File: config.mk
export PLATFORM = sky130hd
export DESIGN_NAME = dma_seq
export DESIGN_NICKNAME = d
export VERILOG_FILES = /design/src/hw/instr_store.v /design/src/hw/result_hold.v /design/src/hw/dma_seq.v
export VERILOG_INCLUDE_DIRS = /design/src /design/src/hw
export SDC_FILE = /design/constraint.sdc
export NUM_CORES = 1
export LEC_CHECK = 0
export ABC_AREA = 1
export BUFFER_PORTS_ARGS = -buffer_cell sky130_fd_sc_hd__buf_2
export CORE_ASPECT_RATIO = 0.8
export CORE_MARGIN = 10
export CORE_UTILIZATION = 45
export CTS_BUF_LIST = sky130_fd_sc_hd__clkbuf_2
export CTS_CLUSTER_DIAMETER = 80
export DETAILED_ROUTE_END_ITERATION = 10
export PLACE_DENSITY_LB_ADDON = 0.15
export RECOVER_POWER = 25
export SETUP_SLACK_MARGIN = 0.4
export SYNTH_ARGS = -nofsm -noshare
export SYNTH_HDL_FRONTEND = slang
export SYNTH_HIERARCHICAL = 1
export SYNTH_SLANG_ARGS = --single-unit
File: constraint.sdc
create_clock -name CLK -period 3.5 [get_ports CLK]
set_clock_uncertainty 0.2 [all_clocks]
set_input_delay 0.525 -clock CLK [delete_from_list [all_inputs] [get_ports CLK]]
set_output_delay 0.525 -clock CLK [all_outputs]
set_load 0.02 [all_outputs]
File: src/hw/dma_seq_consts.vh
// Purpose: Constants for the converter-to-data-memory sequencer
// Assumes: APB byte addresses, one aligned 32-bit word per register
// Notes:   Offsets are byte addresses; bits above each field read zero
`ifndef DMA_SEQ_CONSTS_VH
`define DMA_SEQ_CONSTS_VH

// Register byte offsets
`define OFS_CTRL        12'h000
`define OFS_CONFIG      12'h004
`define OFS_INSTR_PTR   12'h008
`define OFS_INSTR_DATA  12'h00C
`define OFS_DEST_START  12'h010
`define OFS_DEST_PTR    12'h014
`define OFS_CUR_INSTR   12'h018
`define OFS_START_BND   12'h01C
`define OFS_REP_LIMIT   12'h020
`define OFS_REP_COUNT   12'h024

// Control register fields
`define CTRL_EN_BIT     7
`define CTRL_DONE_BIT   6
`define CTRL_ERR_B_BIT  4
`define CTRL_ERR_A_BIT  3
`define CTRL_WARN_B_BIT 1
`define CTRL_WARN_A_BIT 0

// Configuration register fields
`define CFG_HOLD_BIT    4
`define CFG_BUSY_BIT    5

// Instruction fields
`define INS_CONT_BIT    7
`define INS_DIFF_BIT    6
`define INS_B_BIT       5
`define INS_A_BIT       4

// Reset values
`define RST_CFG         1'b0
`define RST_WORD16      16'h0000

`endif

File: src/hw/instr_store.v
// Purpose: Instruction store, one write port and two read ports
// Assumes: Synchronous write, combinational reads
// Notes:   Depth and width are parameters
`timescale 1ns/1ps
module instr_store #(
  parameter DEPTH = 64,
  parameter AW    = 6,
  parameter DW    = 8
) (
  input  wire          clk,
  input  wire          we,
  input  wire [AW-1:0] waddr,
  input  wire [DW-1:0] wdata,
  input  wire [AW-1:0] raddr_sw,
  output wire [DW-1:0] rdata_sw,
  input  wire [AW-1:0] raddr_seq,
  output wire [DW-1:0] rdata_seq
);
  // No reset: contents are defined only once software loads them
  reg [DW-1:0] mem [0:DEPTH-1];

  // Single write port
  always @(posedge clk) begin
    if (we) begin
      mem[waddr] <= wdata;
    end
  end

  // Software and sequencer read independently
  assign rdata_sw  = mem[raddr_sw];
  assign rdata_seq = mem[raddr_seq];
endmodule

File: src/hw/result_hold.v
// Purpose: Per-converter holding buffer with overflow detection
// Assumes: done is a one-cycle pulse per finished conversion
// Notes:   Warning on result while buffer full; error on a second one
`timescale 1ns/1ps
`include "dma_seq_consts.vh"
module result_hold #(
  parameter W = 16
) (
  input  wire         clk,
  input  wire         rst_n,
  input  wire         done,
  input  wire [W-1:0] result,
  input  wire         want,
  input  wire         take,
  output reg  [W-1:0] data_reg,
  output reg          full_reg,
  output wire         warn,
  output wire         err
);
  // Result waiting in the converter register behind a full buffer
  reg         pend_reg;
  reg [W-1:0] pend_data_reg;

  // Warning: result lands while buffer still unwritten
  assign warn = done & want & full_reg & ~take;
  // Error: one more arrives while the previous one still waits
  assign err  = done & want & pend_reg & ~take;

  // Buffer fill, drain, and pending overwrite
  always @(posedge clk or negedge rst_n) begin
    if (!rst_n) begin
      data_reg      <= `RST_WORD16;
      full_reg      <= 1'b0;
      pend_reg      <= 1'b0;
      pend_data_reg <= `RST_WORD16;
    end else if (done & want & (~full_reg | take) & ~pend_reg) begin
      data_reg <= result;
      full_reg <= 1'b1;
    end else if (done & want) begin
      pend_reg      <= 1'b1;
      pend_data_reg <= result;
      if (take) begin
        data_reg <= pend_data_reg;
        pend_reg <= 1'b1;
      end
    end else if (take) begin
      data_reg <= pend_data_reg;
      full_reg <= pend_reg;
      pend_reg <= 1'b0;
    end
  end
endmodule

File: src/hw/dma_seq.v
// Purpose: Sequencer moving converter results into data memory
// Assumes: Memory write ports are single-cycle; inputs synchronous to CLK
// Notes:   Mode 0 only; registers on APB
// Function
// Instruction store holds 64 entries of 8 bits.
// Data port writes or reads the store at the pointer.
// Pointer advances after every data port read or write.
// Instructions only pick results to await; no conversion started here.
// 0x00 ends operation; 0x80 ends with continuous run; no data written.
// Codes select first, second or both; first written before second.
// Differential codes take the first result word, optionally then second.
// Each data instruction writes exactly 2 or 4 bytes.
// On-chip writes only in cycles the core leaves memory free.
// Hold bit low gives off-chip memory to sequencer, high to core.
// While hold low, core off-chip accesses complete with no effect.
// Off-chip writes wait until the hold bit is low.
// Result arriving before previous is written signals overflow.
// Software checks busy before setting hold, and clears hold afterwards.
// Enable loads destination pointer from destination start.
// Destination pointer grows by 2 per word, 4 per pair.
// Operation start loads current address from start boundary, then fetches.
// Mode 0 runs each instruction once then advances.
// End-of-operation reloads current address from start boundary.
// Continuous-run end ignores the repeat counter and keeps running.
// Otherwise each end decrements counter; run continues until zero.
// Operation start loads repeat counter from repeat limit.
// Sticky operations-complete flag sets when idle; software clears.
// Result arriving at a full holding buffer sets warning flag.
// Second early result overwrites and sets the error flag.
// Non-continuous run ending at zero stops fetching and goes idle.
`timescale 1ns/1ps
`include "dma_seq_consts.vh"
module dma_seq #(
  parameter DEPTH = 64,
  parameter AW    = 6
) (
  input  wire        CLK,
  input  wire        RST_N,
  input  wire        PSEL,
  input  wire        PENABLE,
  input  wire        PWRITE,
  input  wire [11:0] PADDR,
  input  wire [31:0] PWDATA,
  output reg  [31:0] PRDATA,
  output reg         PREADY,
  output reg         PSLVERR,
  input  wire        CONV_A_DONE,
  input  wire [15:0] CONV_A_RESULT,
  input  wire        CONV_B_DONE,
  input  wire [15:0] CONV_B_RESULT,
  input  wire        CORE_ONCHIP_BUSY,
  input  wire        CORE_XM_REQ,
  input  wire        CORE_XM_WE,
  input  wire [15:0] CORE_XM_ADDR,
  input  wire [15:0] CORE_XM_WDATA,
  output reg  [15:0] CORE_XM_RDATA,
  output reg         ONCHIP_WE,
  output reg  [15:0] ONCHIP_ADDR,
  output reg  [15:0] ONCHIP_WDATA,
  output reg         XM_WE,
  output reg         XM_RE,
  output reg  [15:0] XM_ADDR,
  output reg  [15:0] XM_WDATA,
  input  wire [15:0] XM_RDATA,
  output reg         SEQ_ACTIVE
);
  // Sequencer states
  localparam ST_IDLE  = 2'd0;
  localparam ST_FETCH = 2'd1;
  localparam ST_WAIT  = 2'd2;
  localparam ST_WRITE = 2'd3;

  // Destination range at and above this address is off-chip
  localparam [15:0] OFFCHIP_BASE = 16'h1000;

  reg [1:0]    state_reg;
  reg          enable_reg;
  reg          done_reg;
  reg          warn_a_reg;
  reg          warn_b_reg;
  reg          err_a_reg;
  reg          err_b_reg;
  reg          hold_reg;
  reg [AW-1:0] iptr_reg;
  reg [15:0]   dest_start_reg;
  reg [15:0]   dest_ptr_reg;
  reg [AW-1:0] cur_reg;
  reg [AW-1:0] bnd_reg;
  reg [15:0]   limit_reg;
  reg [15:0]   count_reg;
  reg [7:0]    instr_reg;
  reg          second_reg;
  reg          xm_wr_reg;

  wire         acc      = PSEL & PENABLE & PREADY;
  wire         wr       = acc & PWRITE;
  wire [7:0]   sw_rdata;
  wire [7:0]   seq_rdata;
  wire         store_we = wr & (PADDR == `OFS_INSTR_DATA);

  // Decode which results an instruction asks for
  function want_first;
    input [7:0] ins;
    begin
      want_first = ins[`INS_A_BIT] | ins[`INS_DIFF_BIT];
    end
  endfunction

  function want_second;
    input [7:0] ins;
    begin
      want_second = ins[`INS_B_BIT];
    end
  endfunction

  function is_end;
    input [7:0] ins;
    begin
      is_end = (ins[6:0] == 7'h00);
    end
  endfunction

  // Instruction store
  instr_store #(
    .DEPTH (DEPTH),
    .AW    (AW),
    .DW    (8)
  ) u_store (
    .clk       (CLK),
    .we        (store_we),
    .waddr     (iptr_reg),
    .wdata     (PWDATA[7:0]),
    .raddr_sw  (iptr_reg),
    .rdata_sw  (sw_rdata),
    .raddr_seq (cur_reg),
    .rdata_seq (seq_rdata)
  );

  // Holding buffers; results only awaited, never requested
  wire        run     = (state_reg != ST_IDLE);
  wire        finish  = (state_reg == ST_FETCH) & is_end(seq_rdata) &
                        ~seq_rdata[`INS_CONT_BIT] & (count_reg <= 16'h0001);
  wire        want_a  = run & want_first(instr_reg);
  wire        want_b  = run & want_second(instr_reg);
  wire [15:0] a_data;
  wire [15:0] b_data;
  wire        a_full;
  wire        b_full;
  wire        a_warn;
  wire        b_warn;
  wire        a_err;
  wire        b_err;

  // Memory side: on-chip waits for core idle, off-chip for hold low
  wire        to_xm    = (dest_ptr_reg >= OFFCHIP_BASE);
  wire        path_ok  = to_xm ? ~hold_reg : ~CORE_ONCHIP_BUSY;
  wire        use_a    = want_a & ~second_reg;
  wire        src_full = use_a ? a_full : b_full;
  wire        do_write = (state_reg == ST_WRITE) & src_full & path_ok;
  wire        take_a   = do_write & use_a;
  wire        take_b   = do_write & ~use_a;
  wire        last_wd  = ~(use_a & want_b);

  result_hold #(.W(16)) u_hold_a (
    .clk      (CLK),
    .rst_n    (RST_N),
    .done     (CONV_A_DONE),
    .result   (CONV_A_RESULT),
    .want     (want_a),
    .take     (take_a),
    .data_reg (a_data),
    .full_reg (a_full),
    .warn     (a_warn),
    .err      (a_err)
  );

  result_hold #(.W(16)) u_hold_b (
    .clk      (CLK),
    .rst_n    (RST_N),
    .done     (CONV_B_DONE),
    .result   (CONV_B_RESULT),
    .want     (want_b),
    .take     (take_b),
    .data_reg (b_data),
    .full_reg (b_full),
    .warn     (b_warn),
    .err      (b_err)
  );

  // Sequencer, pointers and counters
  always @(posedge CLK or negedge RST_N) begin
    if (!RST_N) begin
      state_reg    <= ST_IDLE;
      dest_ptr_reg <= `RST_WORD16;
      cur_reg      <= {AW{1'b0}};
      count_reg    <= `RST_WORD16;
      instr_reg    <= 8'h00;
      second_reg   <= 1'b0;
      done_reg     <= 1'b0;
    end else begin
      if (wr & (PADDR == `OFS_CTRL) & ~PWDATA[`CTRL_DONE_BIT]) begin
        done_reg <= 1'b0;
      end
      case (state_reg)
        ST_IDLE: begin
          if (enable_reg) begin
            dest_ptr_reg <= dest_start_reg;
            cur_reg      <= bnd_reg;
            count_reg    <= limit_reg;
            state_reg    <= ST_FETCH;
          end
        end
        ST_FETCH: begin
          instr_reg  <= seq_rdata;
          second_reg <= 1'b0;
          if (is_end(seq_rdata)) begin
            cur_reg <= bnd_reg;
            if (seq_rdata[`INS_CONT_BIT]) begin
              state_reg <= ST_FETCH;
            end else if ((count_reg == 16'h0000) || (count_reg == 16'h0001)) begin
              count_reg <= 16'h0000;
              state_reg <= ST_IDLE;
              done_reg  <= 1'b1;
            end else begin
              count_reg <= count_reg - 16'h0001;
            end
          end else begin
            state_reg <= ST_WRITE;
          end
        end
        ST_WAIT: begin
          state_reg <= ST_WRITE;
        end
        ST_WRITE: begin
          if (do_write) begin
            dest_ptr_reg <= dest_ptr_reg + 16'h0002;
            if (last_wd) begin
              cur_reg   <= cur_reg + {{(AW-1){1'b0}}, 1'b1};
              state_reg <= ST_FETCH;
            end else begin
              second_reg <= 1'b1;
            end
          end
        end
        default: state_reg <= ST_IDLE;
      endcase
      // Stop request from software ends the run at once
      if (~enable_reg & run) begin
        state_reg <= ST_IDLE;
      end
    end
  end

  // Memory write ports, registered straight from the write decision
  always @(posedge CLK or negedge RST_N) begin
    if (!RST_N) begin
      ONCHIP_WE    <= 1'b0;
      ONCHIP_ADDR  <= `RST_WORD16;
      ONCHIP_WDATA <= `RST_WORD16;
      xm_wr_reg    <= 1'b0;
      XM_ADDR      <= `RST_WORD16;
      XM_WDATA     <= `RST_WORD16;
    end else begin
      ONCHIP_WE <= do_write & ~to_xm;
      xm_wr_reg <= do_write & to_xm;
      if (do_write) begin
        ONCHIP_ADDR  <= dest_ptr_reg;
        ONCHIP_WDATA <= use_a ? a_data : b_data;
        XM_ADDR      <= dest_ptr_reg;
        XM_WDATA     <= use_a ? a_data : b_data;
      end else if (hold_reg) begin
        XM_ADDR  <= CORE_XM_ADDR;
        XM_WDATA <= CORE_XM_WDATA;
      end
    end
  end

  // Off-chip strobes: core is cut off while the sequencer owns the bus
  always @(posedge CLK or negedge RST_N) begin
    if (!RST_N) begin
      XM_WE         <= 1'b0;
      XM_RE         <= 1'b0;
      CORE_XM_RDATA <= `RST_WORD16;
      SEQ_ACTIVE    <= 1'b0;
    end else begin
      XM_WE         <= (do_write & to_xm) | (hold_reg & CORE_XM_REQ & CORE_XM_WE);
      XM_RE         <= hold_reg & CORE_XM_REQ & ~CORE_XM_WE;
      CORE_XM_RDATA <= hold_reg ? (XM_RE ? XM_RDATA : CORE_XM_RDATA) : 16'h0000;
      SEQ_ACTIVE    <= run;
    end
  end

  // Software registers; hardware sets win over software clears
  always @(posedge CLK or negedge RST_N) begin
    if (!RST_N) begin
      enable_reg     <= 1'b0;
      warn_a_reg     <= 1'b0;
      warn_b_reg     <= 1'b0;
      err_a_reg      <= 1'b0;
      err_b_reg      <= 1'b0;
      hold_reg       <= `RST_CFG;
      iptr_reg       <= {AW{1'b0}};
      dest_start_reg <= `RST_WORD16;
      bnd_reg        <= {AW{1'b0}};
      limit_reg      <= `RST_WORD16;
    end else begin
      if (wr) begin
        case (PADDR)
          `OFS_CTRL: begin
            enable_reg <= PWDATA[`CTRL_EN_BIT];
            warn_a_reg <= warn_a_reg & PWDATA[`CTRL_WARN_A_BIT];
            warn_b_reg <= warn_b_reg & PWDATA[`CTRL_WARN_B_BIT];
            err_a_reg  <= err_a_reg & PWDATA[`CTRL_ERR_A_BIT];
            err_b_reg  <= err_b_reg & PWDATA[`CTRL_ERR_B_BIT];
          end
          `OFS_CONFIG:     hold_reg       <= PWDATA[`CFG_HOLD_BIT];
          `OFS_INSTR_PTR:  iptr_reg       <= PWDATA[AW-1:0];
          `OFS_DEST_START: dest_start_reg <= PWDATA[15:0];
          `OFS_START_BND:  bnd_reg        <= PWDATA[AW-1:0];
          `OFS_REP_LIMIT:  limit_reg      <= PWDATA[15:0];
          default: ;
        endcase
      end
      if (acc & (PADDR == `OFS_INSTR_DATA)) begin
        iptr_reg <= iptr_reg + {{(AW-1){1'b0}}, 1'b1};
      end
      if (finish) enable_reg <= 1'b0;
      if (a_warn) warn_a_reg <= 1'b1;
      if (b_warn) warn_b_reg <= 1'b1;
      if (a_err) err_a_reg <= 1'b1;
      if (b_err) err_b_reg <= 1'b1;
    end
  end

  // APB answer one cycle after setup; offsets above the last register give PSLVERR
  always @(posedge CLK or negedge RST_N) begin
    if (!RST_N) begin
      PREADY  <= 1'b0;
      PRDATA  <= 32'h00000000;
      PSLVERR <= 1'b0;
    end else begin
      PREADY  <= PSEL & ~PENABLE;
      PSLVERR <= PSEL & ~PENABLE & (PADDR > `OFS_REP_COUNT);
      PRDATA  <= 32'h00000000;
      if (PSEL & ~PENABLE & ~PWRITE) begin
        case (PADDR)
          `OFS_CTRL: PRDATA <= {24'h000000, run, done_reg, 1'b0, err_b_reg, err_a_reg,
                                1'b0, warn_b_reg, warn_a_reg};
          `OFS_CONFIG:     PRDATA <= {26'h0, xm_wr_reg, hold_reg, 4'h0};
          `OFS_INSTR_PTR:  PRDATA <= {{(32-AW){1'b0}}, iptr_reg};
          `OFS_INSTR_DATA: PRDATA <= {24'h000000, sw_rdata};
          `OFS_DEST_START: PRDATA <= {16'h0000, dest_start_reg};
          `OFS_DEST_PTR:   PRDATA <= {16'h0000, dest_ptr_reg};
          `OFS_CUR_INSTR:  PRDATA <= {{(32-AW){1'b0}}, cur_reg};
          `OFS_START_BND:  PRDATA <= {{(32-AW){1'b0}}, bnd_reg};
          `OFS_REP_LIMIT:  PRDATA <= {16'h0000, limit_reg};
          `OFS_REP_COUNT:  PRDATA <= {16'h0000, count_reg};
          default:         PRDATA <= 32'h00000000;
        endcase
      end
    end
  end
endmodule

==> reports/qor.yml <==
p_leak_nw: 21.8
h-tree-depth: 4
power.density_nw_per_um2: 355
grt_max_degree: 106
setup_tns_ns: 0
grt_pass1_wl_mm: 215
path_clk_slew_ns: 0.10
clock-sinks: 778
wl_met3_mm: 15.9
drc: 0
cts_buffers: 192
tightest_slew_ns: 2.67
synth_top_area_share_pct: 38.1
drive_above_1_share_pct: 16.5
rows: 98
largest_reg_flops: 512
muxShareOfSynthArea_pct: 0
vias: 38037
violations: "capacitance limit, slew limit"
synth-adder-area-share_pct: 0.310
setup_viol: 0
dieArea_um2: 102000
drt-initial-drc-count: 4758
async_flop_share_pct: 34.2
syn_inst: 4810
post_drt_wl_per_cell_um: 21.5
ys_seq_area_share_pct: 54.6
clk_latency_ns: 1.50
min_path_type: "primary input to flip-flop"
top_layer: "met4"
arrival_ns: 4.46
cp.required_ns: 4.68
synth.distinct_cells: 43
area_growth_pct: 21.7
synthTopCellsByCount: "nand2_1, nand3_1, edfxtp_1"
avgSynthCellArea_um2: 8.38
synth.most_common_cell: "nand2_1"
cts-root-buf: "clkbuf_2"
ant_nets: 0
grt_overflow: 0
synth_flop_cell: "edfxtp_1"
antenna_found_initial: 6
core-area_um2: 89100
synth-xor-area-share_pct: 0.413
synth-simple-area-share_pct: 34.8
grt_use_total_pct: 27.3
vias_per_cell: 5.59
route.met2.wl_mm: 63.8
total_power_mw: 17.4
fp.dieW_um: 355
drv_cap: 7
dieHeight_um: 288
drt_pass1_iterations: 8
rsz0062_at_grt: "true"
fin_crit_sh_pct: 93.6
fmax_ghz: 0.305
io_buffer_count: 219
largest-register: "u_store/mem"
nFillCells: 8100
grt_pass1_vias: 35894
synth-compound-area-share_pct: 2.70
worstSetupPathType: "primary input to flip-flop"
startpoint_type: "primary input"
wl_met1_mm: 61.9
yosys.area.top_type: "edfxtp_1"
fin_crit_ns: 3.28
endpoint_kind: "flip-flop"
layout.nets: 5611
finalMaxSlewViolations: 261
outcome: "complete, but fails checks"
synth_top_family_by_area: "simple AND/OR/NAND/NOR gates"
num_io_pins: 252
cts_tree: "done"
ys_warn_count: 6
synth_edf_count: 512
dp_hpwl_mm: 87.9
final_hold_viol_count: 0
netlist_area_um2: 40300
synth.area.top_cells: "edfxtp_1, nand2_1, dfrtp_1"
ys_ff_latch: 778
crit_fanout: 32
slew_headroom_pct: -78.1
start_util_pct: 45.2
routabilityCongestion: 0.938
vdd_drop_max_v: 0.000242
wirelength_mm: 146
final_util_pct: 55.0
clock_path_buffers: 3
worst max-delay path: stages:
cell and delay [ns]:
dlygate4sd3_1 0.55, buf_2 0.14, inv_1 0.08, nand2_1 0.05, dlygate4sd3_1 0.65, nor2_4 0.34
nand3_2 0.12, dlygate4sd3_1 0.67, clkinv_2 0.19, nand2_2 0.36, nand2_1 0.15, dlygate4sd3_1 0.56
o21ai_0 0.07
cells in the final DEF (no fill, tap or decap), drive strengths merged, types with 5 or more instances in the layout:
cell type / n
a21oi: 43
a22oi: 8
buf: 440
clkbuf: 310
clkinv: 42
clkinvlp: 5
conb: 16
dfrtp: 266
diode: 14
dlygate4sd3: 290
edfxtp: 512
ha: 10
inv: 195
nand2: 1932
nand3: 1062
nand4: 62
nor2: 200
nor3: 6
nor4: 8
o211ai: 5
o21ai: 138
o22ai: 6
xor2: 15
metal layers:
metal | GRT usage (%) | vias to the layer above
met5 | 0 | -
met4 | 10.6 | 0
met3 | 5.72 | 333
met2 | 40.0 | 2158
met1 | 39.2 | 18068
li1 | - | 17478
path summary, 6_finish.rpt:
check / start / to / slack [ns] / cells past startpoint
min in group asynchronous: RST_N / CORE_XM_RDATA[14]$_DFFE_PN0P_ / 0.57 / 5
min: XM_RDATA[7] / CORE_XM_RDATA[7]$_DFFE_PN0P_ / 0.17 / 5
max: PADDR[0] / limit_reg[8]$_DFFE_PN0P_ / 0.22 / 13
max in group asynchronous: RST_N / u_hold_a/pend_data_reg[15]$_DFFE_PN0P_ / 1.63 / 6
min reg2reg: u_hold_a/pend_data_reg[4]$_DFFE_PN0P_ / u_hold_a/pend_data_reg[4]$_DFFE_PN0P_ / 0.28 / 2
max reg2reg: PREADY$_DFF_PN0_ / limit_reg[8]$_DFFE_PN0P_ / 0.36 / 7
cell families (layout without fill, tap and decap cells):
logic type / count (synthesis) / after routing
flip-flops: 778 / 778
buffers and inverters: 520 / 1289
AO/OA/AOI/OAI: 206 / 206
XOR/XNOR: 19 / 19
other: 1 / 30
adder cells (fa/ha/maj): 10 / 10
AND/OR/NAND/NOR: 3276 / 3276
per-stage QoR:
stage	setup slack (ns)	hold slack [ns]	instances	cell area, um^2
3_3_place_gp	0.161	0.253	6136	43100
2_1_floorplan	0.149	0.0294	4825	40400
5_1_grt	0.245	0.0643	6803	49000
4_1_cts	0.390	0.00302	6758	48000
6_report	0.224	0.169	6808	49000
3_5_place_dp	0.144	0.258	6136	43100
power breakdown:
part	internal, mW	leakage [nW]	switching (mW)
sequential	9.91	8.16	0.0824
clock	2.31	1.27	3.86
combinational	0.476	12.4	0.754
total	12.7	21.8	4.70
repair_timing:
action | CTS | global route
setup endpoints to repair | 26 | 109
setup buffers | 4 | 19
hold buffers | 293 | 0
gates resized for setup | 24 | 136
pin swaps | 6 | 34
gates cloned | 4 | 17
endpoints found under the hold margin | 1231 | 0
area by class of cell:
cell class	count	area [um^2]	area share, %
diodes	14	35.0	0.0714
clock buffers	274	1370	2.80
clock inverters	47	289	0.589
inverters	198	796	1.62
multi-input cells	3527	16000	32.7
flip-flops and latches	778	22100	45.0
well taps	1200	1500	3.06
repair buffers	770	6980	14.2
(Power assumes the default switching activity.)
